## config.mk

```make
export PLATFORM = sky130hd
export DESIGN_NAME = wdog_core
export DESIGN_NICKNAME = d
export VERILOG_FILES = /design/src/wdog_pkg.sv /design/src/wdog_sync.sv /design/src/wdog_prescaler.sv /design/src/wdog_core.sv
export SDC_FILE = /design/constraint.sdc
export NUM_CORES = 1
export LEC_CHECK = 0
export ABC_AREA = 1
export BUFFER_PORTS_ARGS = -buffer_cell sky130_fd_sc_hd__clkbuf_2
export CORE_MARGIN = 8
export CORE_UTILIZATION = 64
export CTS_BUF_LIST = sky130_fd_sc_hd__clkbuf_8
export CTS_CLUSTER_SIZE = 14
export DETAILED_ROUTE_END_ITERATION = 10
export HOLD_SLACK_MARGIN = 0.06
export PLACE_DENSITY_LB_ADDON = 0.1
export SETUP_SLACK_MARGIN = 0.2
export SKIP_CTS_REPAIR_TIMING = 1
export SKIP_LAST_GASP = 1
export SLEW_MARGIN = 5
export SYNTH_ARGS = -nofsm -noshare
export SYNTH_HDL_FRONTEND = slang
export SYNTH_SLANG_ARGS = --single-unit
```

## constraint.sdc

```tcl
create_clock -name clock -period 5.1 [get_ports clock]
set_clock_uncertainty 0.15 [all_clocks]
set_input_delay 0.255 -clock clock [delete_from_list [all_inputs] [get_ports clock]]
set_output_delay 0.255 -clock clock [all_outputs]
set_load 0.02 [all_outputs]
```

## src/wdog_pkg.sv

```systemverilog
`default_nettype none

package wdog_pkg;

    // ----------------------------------------------------------------
    // register map
    // ----------------------------------------------------------------
    localparam logic [7:0] ADDR_WDOG   = 8'hd8;
    localparam logic [7:0] ADDR_STATUS = 8'hd9;
    localparam logic [7:0] ADDR_CLEAR  = 8'hda;
    localparam logic [7:0] ADDR_ENABLE = 8'hdb;

    // ----------------------------------------------------------------
    // watchdog register fields
    // ----------------------------------------------------------------
    localparam int         ACT_BIT     = 0;
    localparam int         SR_BIT      = 1;
    localparam int         PERIOD_LO   = 2;
    localparam int         PERIOD_HI   = 7;
    localparam int         CNT_W       = 7;
    localparam int         CNT_TOP     = 6;
    localparam logic [7:0] WDOG_RESET  = 8'hfe;

    // ----------------------------------------------------------------
    // event status bits
    // ----------------------------------------------------------------
    localparam int         EV_W        = 4;
    localparam int         EV_ACTIVATE = 0;
    localparam int         EV_WRAP     = 1;
    localparam int         EV_STOP     = 2;
    localparam int         EV_WAIT     = 3;

    // ----------------------------------------------------------------
    // timing
    // ----------------------------------------------------------------
    localparam int         TICK_CYCLES = 3072;
    localparam int         MIN_INSTR   = 28;

    typedef enum logic [1:0] {
        PM_RUN,
        PM_WAIT,
        PM_STOP
    } power_mode_e;

endpackage : wdog_pkg

`default_nettype wire

```

## src/wdog_sync.sv

```systemverilog
`timescale 1ns/1ps
`default_nettype none

module wdog_sync #(
    parameter int WIDTH = 1
) (
    // clocking
    input  wire logic             clock,
    input  wire logic             arst_n,
    input  wire logic             clk_en,
    // levels
    input  wire logic [WIDTH-1:0] async_in,
    output logic      [WIDTH-1:0] sync_out
);

    logic [WIDTH-1:0] meta_q;

    generate
        if (WIDTH < 1) begin : g_chk
            $error("wdog_sync: WIDTH must be at least 1");
        end
    endgenerate

    // meta_q feeds only the second stage
    always_ff @(posedge clock or negedge arst_n) begin
        if (!arst_n) begin
            meta_q   <= '0;
            sync_out <= '0;
        end else if (clk_en) begin
            meta_q   <= async_in;
            sync_out <= meta_q;
        end
    end

endmodule : wdog_sync

`default_nettype wire

```

## src/wdog_prescaler.sv

```systemverilog
`timescale 1ns/1ps
`default_nettype none

module wdog_prescaler #(
    parameter int DIV = wdog_pkg::TICK_CYCLES
) (
    // clocking
    input  wire logic clock,
    input  wire logic arst_n,
    input  wire logic clk_en,
    // control
    input  wire logic run,
    input  wire logic restart,
    // output
    output logic      tick
);

    localparam int PW = $clog2(DIV);

    logic [PW-1:0] div_q;

    generate
        if (DIV < 2) begin : g_chk
            $error("wdog_prescaler: DIV must be at least 2");
        end
    endgenerate

    // restart realigns the phase so a reload always gives a full period
    always_ff @(posedge clock or negedge arst_n) begin
        if (!arst_n) begin
            div_q <= '0;
            tick  <= 1'b0;
        end else if (clk_en) begin
            tick <= 1'b0;
            if (restart) begin
                div_q <= '0;
            end else if (run) begin
                if (div_q == PW'(DIV - 1)) begin
                    div_q <= '0;
                    tick  <= 1'b1;
                end else begin
                    div_q <= div_q + 1'b1;
                end
            end
        end
    end

endmodule : wdog_prescaler

`default_nettype wire

```

## src/wdog_core.sv

```systemverilog
// Added by the designer: the address-and-strobe port.
`timescale 1ns/1ps
`default_nettype none

// Summary of operation
// - active counter decrements, top-bit fall resets
// - software option: idle until activation bit set
// - activation cannot be undone except reset
// - inactive watchdog lets stop mode happen
// - hardware option: always active, stop acts wait
// - external control, nmi low: stop acts wait
// - external control, nmi high: freeze, enter stop
// - interrupt ends stop, counting resumes
// - reset value fe: inactive, longest period
// - soft reset bit falling triggers reset
// - period bits reversed against counter bits
// - counter bit six fall is timeout
// - 64 periods, 3072 to 196608 cycles
// - activation bit: hardware reads one, software sets
// - inactive: free 7-bit timer, no reset
// - 28 instructions after activation before reset
module wdog_core #(
    parameter int TICK_CYCLES = wdog_pkg::TICK_CYCLES,
    parameter int MIN_INSTR   = wdog_pkg::MIN_INSTR
) (
    // clocking
    input  wire logic       clock,
    input  wire logic       arst_n,
    input  wire logic       clk_en,
    // register port
    input  wire logic [7:0] addr,
    input  wire logic [7:0] wdata,
    input  wire logic       wr_en,
    input  wire logic       rd_en,
    output logic      [7:0] rdata,
    // option pins and nmi pin
    input  wire logic       opt_hw_activation,
    input  wire logic       opt_ext_stop,
    input  wire logic       nmi_pin,
    // core events
    input  wire logic       stop_instr,
    input  wire logic       wake_irq,
    input  wire logic       instr_done,
    // outputs
    output logic            mcu_reset,
    output logic            stop_mode,
    output logic            wait_mode,
    output logic            irq
);

    localparam int IC_W = $clog2(MIN_INSTR + 1);

    generate
        if (MIN_INSTR < 1) begin : g_chk
            $error("wdog_core: MIN_INSTR must be at least 1");
        end
    endgenerate

    // ----------------------------------------------------------------
    // pin synchronisation
    // ----------------------------------------------------------------
    logic [2:0] pins_s;
    logic       hw_opt;
    logic       ext_opt;
    logic       nmi_s;

    wdog_sync #(
        .WIDTH    (3)
    ) u_sync (
        .clock    (clock),
        .arst_n   (arst_n),
        .clk_en   (clk_en),
        .async_in ({opt_hw_activation, opt_ext_stop, nmi_pin}),
        .sync_out (pins_s)
    );

    assign hw_opt  = pins_s[2];
    assign ext_opt = pins_s[1];
    assign nmi_s   = pins_s[0];

    // ----------------------------------------------------------------
    // register decode
    // ----------------------------------------------------------------
    logic wr_wdog;
    logic wr_clear;
    logic wr_enable;

    assign wr_wdog   = wr_en && (addr == wdog_pkg::ADDR_WDOG);
    assign wr_clear  = wr_en && (addr == wdog_pkg::ADDR_CLEAR);
    assign wr_enable = wr_en && (addr == wdog_pkg::ADDR_ENABLE);

    // ----------------------------------------------------------------
    // activation
    // ----------------------------------------------------------------
    logic act_q;
    logic active;
    logic act_evt;

    // hardware option is active as soon as the strap is seen
    assign active  = hw_opt || act_q;
    assign act_evt = wr_wdog && wdata[wdog_pkg::ACT_BIT] && !active;

    always_ff @(posedge clock or negedge arst_n) begin
        if (!arst_n) begin
            act_q <= 1'b0;
        end else if (clk_en) begin
            // writes of zero are ignored, so once set it stays set
            if (wr_wdog && wdata[wdog_pkg::ACT_BIT] && !hw_opt) begin
                act_q <= 1'b1;
            end
        end
    end

    // ----------------------------------------------------------------
    // power mode
    // ----------------------------------------------------------------
    wdog_pkg::power_mode_e pm_q;
    logic                  frozen;

    assign frozen = (pm_q == wdog_pkg::PM_STOP);

    always_ff @(posedge clock or negedge arst_n) begin
        if (!arst_n) begin
            pm_q <= wdog_pkg::PM_RUN;
        end else if (clk_en) begin
            unique case (pm_q)
                wdog_pkg::PM_RUN: begin
                    if (stop_instr) begin
                        if (!active) begin
                            pm_q <= wdog_pkg::PM_STOP;
                        end else if (ext_opt && nmi_s) begin
                            pm_q <= wdog_pkg::PM_STOP;
                        end else begin
                            pm_q <= wdog_pkg::PM_WAIT;
                        end
                    end
                end
                wdog_pkg::PM_WAIT: begin
                    if (wake_irq) begin
                        pm_q <= wdog_pkg::PM_RUN;
                    end
                end
                wdog_pkg::PM_STOP: begin
                    if (wake_irq) begin
                        pm_q <= wdog_pkg::PM_RUN;
                    end
                end
            endcase
        end
    end

    always_ff @(posedge clock or negedge arst_n) begin
        if (!arst_n) begin
            stop_mode <= 1'b0;
            wait_mode <= 1'b0;
        end else if (clk_en) begin
            stop_mode <= (pm_q == wdog_pkg::PM_STOP);
            wait_mode <= (pm_q == wdog_pkg::PM_WAIT);
        end
    end

    // ----------------------------------------------------------------
    // prescaler
    // ----------------------------------------------------------------
    logic tick;

    // frozen while in stop: the oscillator would be halted there
    wdog_prescaler #(
        .DIV     (TICK_CYCLES)
    ) u_presc (
        .clock   (clock),
        .arst_n  (arst_n),
        .clk_en  (clk_en),
        .run     (!frozen),
        .restart (wr_wdog),
        .tick    (tick)
    );

    // ----------------------------------------------------------------
    // downcounter
    // ----------------------------------------------------------------
    logic [wdog_pkg::CNT_W-1:0] cnt_q;
    logic [wdog_pkg::CNT_W-1:0] cnt_d;
    logic [wdog_pkg::CNT_W-1:0] cnt_wr;
    logic                       top_fall;
    logic                       wrap_evt;

    // register bit 7 is counter bit 0, register bit 2 counter bit 5
    genvar gi;
    generate
        for (gi = 0; gi < wdog_pkg::CNT_TOP; gi++) begin : g_rev
            assign cnt_wr[gi] = wdata[wdog_pkg::PERIOD_HI - gi];
        end
    endgenerate
    assign cnt_wr[wdog_pkg::CNT_TOP] = wdata[wdog_pkg::SR_BIT];

    always_comb begin
        cnt_d = cnt_q;
        if (wr_wdog) begin
            cnt_d = cnt_wr;
        end else if (tick && !frozen) begin
            cnt_d = cnt_q - 1'b1;
        end
    end

    // only bit six ends the period; bits 0..5 pick one of 64 lengths
    assign top_fall = cnt_q[wdog_pkg::CNT_TOP]
                   && !cnt_d[wdog_pkg::CNT_TOP];
    assign wrap_evt = !wr_wdog && tick && !frozen && (cnt_q == '0);

    always_ff @(posedge clock or negedge arst_n) begin
        if (!arst_n) begin
            cnt_q <= wdog_pkg::WDOG_RESET[wdog_pkg::CNT_W:1];
        end else if (clk_en) begin
            // inactive: plain 7-bit timer that wraps at zero
            cnt_q <= cnt_d;
        end
    end

    // ----------------------------------------------------------------
    // instruction guard after activation
    // ----------------------------------------------------------------
    logic [IC_W-1:0] icnt_q;
    logic            guard_done;

    assign guard_done = (icnt_q == IC_W'(MIN_INSTR));

    always_ff @(posedge clock or negedge arst_n) begin
        if (!arst_n) begin
            icnt_q <= '0;
        end else if (clk_en) begin
            if (!active) begin
                icnt_q <= '0;
            end else if (instr_done && !guard_done) begin
                icnt_q <= icnt_q + 1'b1;
            end
        end
    end

    // ----------------------------------------------------------------
    // reset request
    // ----------------------------------------------------------------
    logic pend_q;

    // a fall inside the guard window is held, not dropped
    always_ff @(posedge clock or negedge arst_n) begin
        if (!arst_n) begin
            pend_q    <= 1'b0;
            mcu_reset <= 1'b0;
        end else if (clk_en) begin
            if (active && top_fall) begin
                pend_q <= 1'b1;
            end
            if (guard_done && (pend_q || (active && top_fall))) begin
                mcu_reset <= 1'b1;
            end
        end
    end

    // ----------------------------------------------------------------
    // event status and interrupt
    // ----------------------------------------------------------------
    logic [wdog_pkg::EV_W-1:0] stat_q;
    logic [wdog_pkg::EV_W-1:0] en_q;
    logic [wdog_pkg::EV_W-1:0] ev_set;
    logic                      stop_evt;
    logic                      wait_evt;

    assign stop_evt = (pm_q == wdog_pkg::PM_RUN) && stop_instr
                   && (!active || (ext_opt && nmi_s));
    assign wait_evt = (pm_q == wdog_pkg::PM_RUN) && stop_instr && !stop_evt;

    always_comb begin
        ev_set                        = '0;
        ev_set[wdog_pkg::EV_ACTIVATE] = act_evt;
        ev_set[wdog_pkg::EV_WRAP]     = wrap_evt && !active;
        ev_set[wdog_pkg::EV_STOP]     = stop_evt;
        ev_set[wdog_pkg::EV_WAIT]     = wait_evt;
    end

    always_ff @(posedge clock or negedge arst_n) begin
        if (!arst_n) begin
            stat_q <= '0;
        end else if (clk_en) begin
            // a new event beats a clear in the same cycle
            if (wr_clear) begin
                stat_q <= (stat_q & ~wdata[wdog_pkg::EV_W-1:0]) | ev_set;
            end else begin
                stat_q <= stat_q | ev_set;
            end
        end
    end

    always_ff @(posedge clock or negedge arst_n) begin
        if (!arst_n) begin
            en_q <= '0;
        end else if (clk_en && wr_enable) begin
            en_q <= wdata[wdog_pkg::EV_W-1:0];
        end
    end

    always_ff @(posedge clock or negedge arst_n) begin
        if (!arst_n) begin
            irq <= 1'b0;
        end else if (clk_en) begin
            irq <= |(stat_q & en_q);
        end
    end

    // ----------------------------------------------------------------
    // read port
    // ----------------------------------------------------------------
    logic [7:0] wdog_rd;

    generate
        for (gi = 0; gi < wdog_pkg::CNT_TOP; gi++) begin : g_rd
            assign wdog_rd[wdog_pkg::PERIOD_HI - gi] = cnt_q[gi];
        end
    endgenerate
    assign wdog_rd[wdog_pkg::SR_BIT]  = cnt_q[wdog_pkg::CNT_TOP];
    assign wdog_rd[wdog_pkg::ACT_BIT] = active;

    // data stand for one cycle only, zero otherwise
    always_ff @(posedge clock or negedge arst_n) begin
        if (!arst_n) begin
            rdata <= '0;
        end else if (clk_en) begin
            rdata <= '0;
            if (rd_en) begin
                unique case (addr)
                    wdog_pkg::ADDR_WDOG:   rdata <= wdog_rd;
                    wdog_pkg::ADDR_STATUS: rdata <= {4'h0, stat_q};
                    wdog_pkg::ADDR_ENABLE: rdata <= {4'h0, en_q};
                    default:               rdata <= 8'h00;
                endcase
            end
        end
    end

endmodule : wdog_core

`default_nettype wire

```

==> impl_results.md, run 1 <==
* Outcome: finished clean
* Cells on Worst Hold Path at 3
* Class of the worst hold path: in -> reg
* Initial core utilization at 66.7%
* Worst r2r path cells at 10
* Crit Reg-Reg Startpoint: u_presc.div_q[0]
* # DRC at 0
* Worst setup SP type: input pin
* Max-Cap Viols at 0
* I/O pins at 39
* Port Buffers at 38
* TritonCTS Buffers at 5
* Hold Crit Start: stop_instr
* Critical path endpoint category: flop
* Worst Hold End: stat_q[2]
* Via density at 5.56
* WL final at 6.46 mm
* Global-route wire length before repair at 11.1 mm
* Ys flop type: dfrtp_1
* Nets@finish at 453
* Mean post-synth cell area at 7.70 um2
* Synthesis Warnings at 0
* Leak at 1.68 nW
* Fmax achieved at 456 MHz
* Final ANT Viol Nets at 0
* Vias at 2622
* Worst path cell trace: clkbuf_2 > inv_1 > nor3_2 > nand3_2 > a21oi_1 > o21ai_0 > nand2_1
* #FFs+latches synth at 55
* Commonest cells in the synthesized netlist: nand2_1, inv_1, dfrtp_1
* Max VDD drop at 273 uV
* Vias in the first global route at 2517
* DP Area at 3120 um2
* Htree depth at 2
* Arr. time, crit path at 2.29 ns
* Clock-pin transition on the worst setup and hold timing paths at 0.10 ns
* Routability Congestion at 0.902
* Crit Path Class: in -> reg
* Tcrit/Tclk final at 43.0%
* GR Overflow Total at 0
* Post-route cell area at 3260 um2
* Final slew viol count at 0
* Area grow syn2layout at 12.3%
* Post-synth EDFFs at 0
* R2r setup slk at 3.05 ns
* Final setup vio count at 0
* DIE AREA at 6950 um2
* Total global-route track usage at 18.7%
* Post-synthesis cell count at 377
* Final setup TNS at 0 ns
* Distinct cells, synth at 29
* Synth top area share at 41.4%
* WL/cell at 13.7 um
* Net count after synthesis at 411
* Largest net degree at the start of global routing at 56
* Share of cells above drive strength 1 at 14.5%
* FP Rows at 24
* Async SR Flop Fraction at 100%
* Power per cell area at 341 nW/um2
* Tmin final at 2.19 ns
* Top post-synthesis cells by area: dfrtp_1, nand2_1, o21ai_0, inv_1, dfstp_2
* CP max-delay cell: a21oi_1
* Core box area at 4350 um2
* Most frequent cell after synthesis: nand2_1
* Relative slew slack at 53.0%
* Height of the chip at 83.4 um
* Initial antenna violation count at 0
* Critical path required time at 5.20 ns
* Final Hold Viols at 0
* 1st-iter DRT viols at 199
* HPWL after DPL at 4.78 mm
* Worst Path Max Fanout at 14
* Longest Clk Path Bufs at 2
* Drt pass-1 iters at 5
* Ant. Diodes at 0
* Synthesized area at 2900 um2
* Measured slew at the worst slew-check pin at 0.701 ns
* Clock sink total at 55
* Unrepaired setup endpoints after global routing: false
* Reg2reg end: u_presc.div_q[9]
* Worst-skew pair later-pin latency at 0.30 ns
* Post-synthesis sequential area ratio at 47.7%
* Cell taking the most area after synthesis: dfrtp_1
* Root Buffer: clkbuf_8
* Max stage delay on crit path at 0.63 ns
* CTS tree: done
* Chip width at 83.4 um
## per-stage QoR
stage | hold slack (ns) | setup slack [ns] | std cells | power [mW] | utilization [%]
floorplan | -0.191 | 3.46 | 377 | 0.780 | -
global placement | 0.273 | 2.76 | 460 | 0.850 | 71.7
CTS | -0.0589 | 2.94 | 468 | 1.12 | 74.0
detailed placement | 0.280 | 2.61 | 460 | 0.862 | 71.7
global route | 0.0872 | 2.67 | 472 | 1.19 | 74.9
finish | 0.0722 | 2.91 | 472 | 1.11 | 74.9
## layer usage
| layer | vias to the layer above | share of wire (%) | GRT usage (%) |
|---|---|---|---|
| met1 | 1223 | 45 | 24.0 |
| li1 | 1304 | - | - |
| met5 | - | 0 | 0 |
| met4 | 0 | 1.6 | 6.39 |
| met2 | 82 | 48 | 30.7 |
| met3 | 13 | 5.9 | 3.61 |
## worst max-delay path, delay by kind of cell
family / cells / cell delay [ns]
compound gates: 2 / 0.83
simple gates: 3 / 1.07
buf+inv: 2 / 0.12
## report_power, final
group	switching [mW]	leakage (nW)	internal (mW)
registers	0.0668	0.677	0.520
clock network	0.142	0.0474	0.111
logic	0.172	0.957	0.101
total	0.380	1.68	0.733
## flip-flops by register name, summed over array words and instances (netlist names), 2 cells and up
signal	count
pm_q	2
stat_q	4
en_q	4
icnt_q	5
cnt_q	7
u_presc.div_q	12
u_sync.sync_out	3
rdata	8
u_sync.meta_q	3
## cell usage in the layout (no fill, tap or decap), drive strengths merged
cell type,instances
a31oi,1
clkinvlp,1
o22ai,2
inv,51
ha,7
nand2,112
nand4,8
a21oi,12
buf,1
xor2,4
nor2,27
dfstp,7
xnor2,1
dfrtp,48
a41oi,1
dlygate4sd3,4
nor3,8
o31ai,6
and2,1
nand3,31
and3,1
nand3b,2
o21ai,39
clkinv,1
clkbuf,44
## logic make-up (layout without fill, tap and decap cells)
kind of cell               Yosys count  in the layout  share of synthesized area (%)
AOI/OAI and AO/OA                   61             61                           11.3
xor gates and xnor gates             5              5                           1.51
adders and majority gates            7              7                           3.02
buffers and inverters               59            102                           8.14
DFF                                 55             55                           47.7
and+or+nand+nor                    190            190                           28.4
## area by class of cell
cell class / count / area [um2]
clock buffer: 6 / 82.6
clock inverter: 2 / 16.3
fill: 341 / 1090
inverter: 51 / 191
multi-input combinational: 263 / 1280
sequential: 55 / 1390
tap: 52 / 65.1
timing repair buffer: 43 / 238
## worst max-delay path by stage
| stage | startpoint | end | slack [ns] | depth (start not counted) |
|---|---|---|---|---|
| after floorplan | u_presc.div_q[0] | u_presc.div_q[4] | 3.46 | 9 |
| after CTS | addr[4] | cnt_q[5] | 2.94 | 7 |
| after detailed placement | addr[4] | cnt_q[5] | 2.61 | 7 |
| after global routing | addr[4] | cnt_q[5] | 2.67 | 7 |
| after global placement | addr[5] | cnt_q[5] | 2.76 | 6 |
| final | addr[4] | cnt_q[5] | 2.91 | 7 |
No activity file was read; power rests on OpenSTA's default activity.
==> inputs of run 2 (changes only) <==
--- a/config.mk
+++ b/config.mk
@@ -8,7 +8,7 @@
 export ABC_AREA = 1
 export BUFFER_PORTS_ARGS = -buffer_cell sky130_fd_sc_hd__clkbuf_2
 export CORE_MARGIN = 8
-export CORE_UTILIZATION = 64
+export CORE_UTILIZATION = 54
 export CTS_BUF_LIST = sky130_fd_sc_hd__clkbuf_8
 export CTS_CLUSTER_SIZE = 14
 export DETAILED_ROUTE_END_ITERATION = 10
==> constraint.sdc (replaced) <==
create_clock -name clock -period 2 [get_ports clock]
set_clock_uncertainty 0.15 [all_clocks]
set_input_delay 0.1 -clock clock [delete_from_list [all_inputs] [get_ports clock]]
set_output_delay 0.1 -clock clock [all_outputs]
set_load 0.02 [all_outputs]
==> run 2 against run 1 <==
  * Sequential share of layout area fell by 3.6 points
  * Die area rose by 15%
  * Combinational power rose to 2.9 times the previous value
  * First-iteration DRC count fell by 23%
  * Largest power group unchanged
  * Flip-flop and latch count did not move
  * Non-clock buffer count rose by 24
  * Cell count rose by 8.9%
  * Register-to-register slack got worse by 2.8 ns
  * Sequential power rose to 2.6 times the previous value
  * Via count rose by 1.9%
  * Clock-buffer cell count fell by 1
==> impl_results.md, run 2 (synthesis gave the netlist of run 1 again) <==
* Outcome: finished clean
* Worst-skew pair later-pin latency at 0.31 ns
* Final setup TNS at 0 ns
* Routability Congestion at 0.884
* CTS tree: done
* Multi-input gate area at 1350 um2
* Arr. time, crit path at 1.82 ns
* Clock sink total at 55
* Nets@finish at 477
* Reg2reg end: u_presc.div_q[4]
* Final ANT Viol Nets at 0
* Worst setup SP type: flop
* Critical path endpoint category: flop
* DIE AREA at 7980 um2
* TritonCTS Buffers at 5
* Class of the worst hold path: in -> reg
* Max FFs per register at 12
* FP Rows at 26
* Largest net degree at the start of global routing at 56
* Fmax achieved at 568 MHz
* Final setup vio count at 0
* Setup WS pre-CTS at 0.154 ns
* Measured slew at the worst slew-check pin at 0.383 ns
* Htree depth at 2
* Worst Hold End: pend_q
* WL/cell at 13.5 um
* Drt pass-1 iters at 4
* Commonest non-fill, non-tap cell in the layout: nand2_1
* HPWL after DPL at 4.86 mm
* 1st-iter DRT viols at 154
* Top reg by flops: u_presc.div_q
* Max-Cap Viols at 0
* Height of the chip at 89.3 um
* Crit Path Class: reg -> reg
* Crit Reg-Reg Startpoint: u_presc.div_q[1]
* Final slew viol count at 0
* WHS at 0.0926 ns
* Hold Crit Start: wr_en
* Vias in the first global route at 2457
* Relative slew slack at 74.3%
* Chip width at 89.3 um
* Initial core utilization at 56.5%
* Final core utilization at 69.3%
* Initial antenna violation count at 0
* Total global-route track usage at 17.6%
* Final Hold Viols at 0
* R2r setup slk at 0.24 ns
* Unrepaired setup endpoints after global routing: false
* Longest Clk Path Bufs at 2
* GR Overflow Total at 0
* Root Buffer: clkbuf_8
* Setup slack after layout at 0.241 ns
* Max VDD drop at 453 uV
* Area grow syn2layout at 22.7%
* Vias at 2672
* I/O pins at 39
* Most frequent cells in the layout: nand2_1, inv_1, dfrtp_1
* Worst r2r path cells at 9
* Critical path required time at 2.06 ns
* Clock-pin transition on the worst setup and hold timing paths at 0.10 ns
* Ant. Diodes at 0
* Share of cells above drive strength 1 at 17.8%
* FILL cells at 456
* Global-route wire length before repair at 10.9 mm
* Tcrit/Tclk final at 88.0%
* Top flop regs: u_presc.div_q: 12 flops, rdata: 8 flops, cnt_q: 7 flops
* WL final at 6.94 mm
* Cells on Worst Hold Path at 4
* Port Buffers at 38
* Via density at 5.20
* Seq. cell area at 1390 um2
* Tmin final at 1.76 ns
* Core box area at 5140 um2
* Leak at 1.82 nW
* Worst Path Max Fanout at 7
* Power per cell area at 812 nW/um2
* # DRC at 0
run 2: cell types whose count changed in the layout (fill, tap and decap cells not counted), sizes merged:
cell	previous run	this run
buf	1	11
clkbuf	44	43
clkinvlp	1	0
dlygate4sd3	4	18
inv	51	53
run 2: worst max-delay path by stage:
| stage | depth (start not counted) | end | slack (ns) | from |
|---|---|---|---|---|
| 2_1_floorplan | 9 | u_presc.div_q[4] | 0.36 | u_presc.div_q[0] |
| 6_report | 9 | u_presc.div_q[4] | 0.24 | u_presc.div_q[1] |
| 3_5_place_dp | 9 | u_presc.div_q[4] | 0.15 | u_presc.div_q[0] |
| 3_3_place_gp | 9 | u_presc.div_q[4] | 0.22 | u_presc.div_q[0] |
| 4_1_cts | 9 | u_presc.div_q[4] | 0.14 | u_presc.div_q[0] |
| 5_1_grt | 9 | u_presc.div_q[4] | 0.16 | u_presc.div_q[1] |
run 2: cell type report:
class                      instances  area share (%)
timing repair buffer              67            13.1
clock inverter                     3           0.351
tap                               70            2.46
multi-input combinational        263            38.0
inverter                          51            5.37
clock buffer                       5            1.93
sequential                        55            38.9
run 2: where the power goes:
part | internal, mW | switching [mW] | leakage, nW
Clock | 0.237 | 0.347 | 0.0505
Sequential | 1.33 | 0.190 | 0.677
Combinational | 0.324 | 0.468 | 1.09
run 2: worst max-delay path: stages (launching register included):
cell,delay [ns]
dfrtp_1,0.42
ha_4,0.19
nand3_4,0.08
nor2_4,0.15
nand2_2,0.09
nor2_4,0.16
nand2_4,0.10
nand2_2,0.09
o21ai_0,0.08
and2_1,0.15
run 2: stage by stage:
| stage | area, um2 | instances | power [mW] |
|---|---|---|---|
| floorplan | 2900 | 377 | 1.99 |
| global placement | 3200 | 484 | 2.19 |
| detailed placement | 3200 | 484 | 2.21 |
| CTS | 3280 | 492 | 2.79 |
| global route | 3560 | 514 | 3.11 |
| finish | 3560 | 514 | 2.89 |
run 2: layer usage:
metal | global-route usage, % | routed length (um) | up-vias
li1 | - | - | 1349
met1 | 23.3 | 3120 | 1245
met2 | 27.7 | 3350 | 71
met3 | 3.22 | 379 | 7
met4 | 6.65 | 80 | 0
met5 | 0 | 0 | -
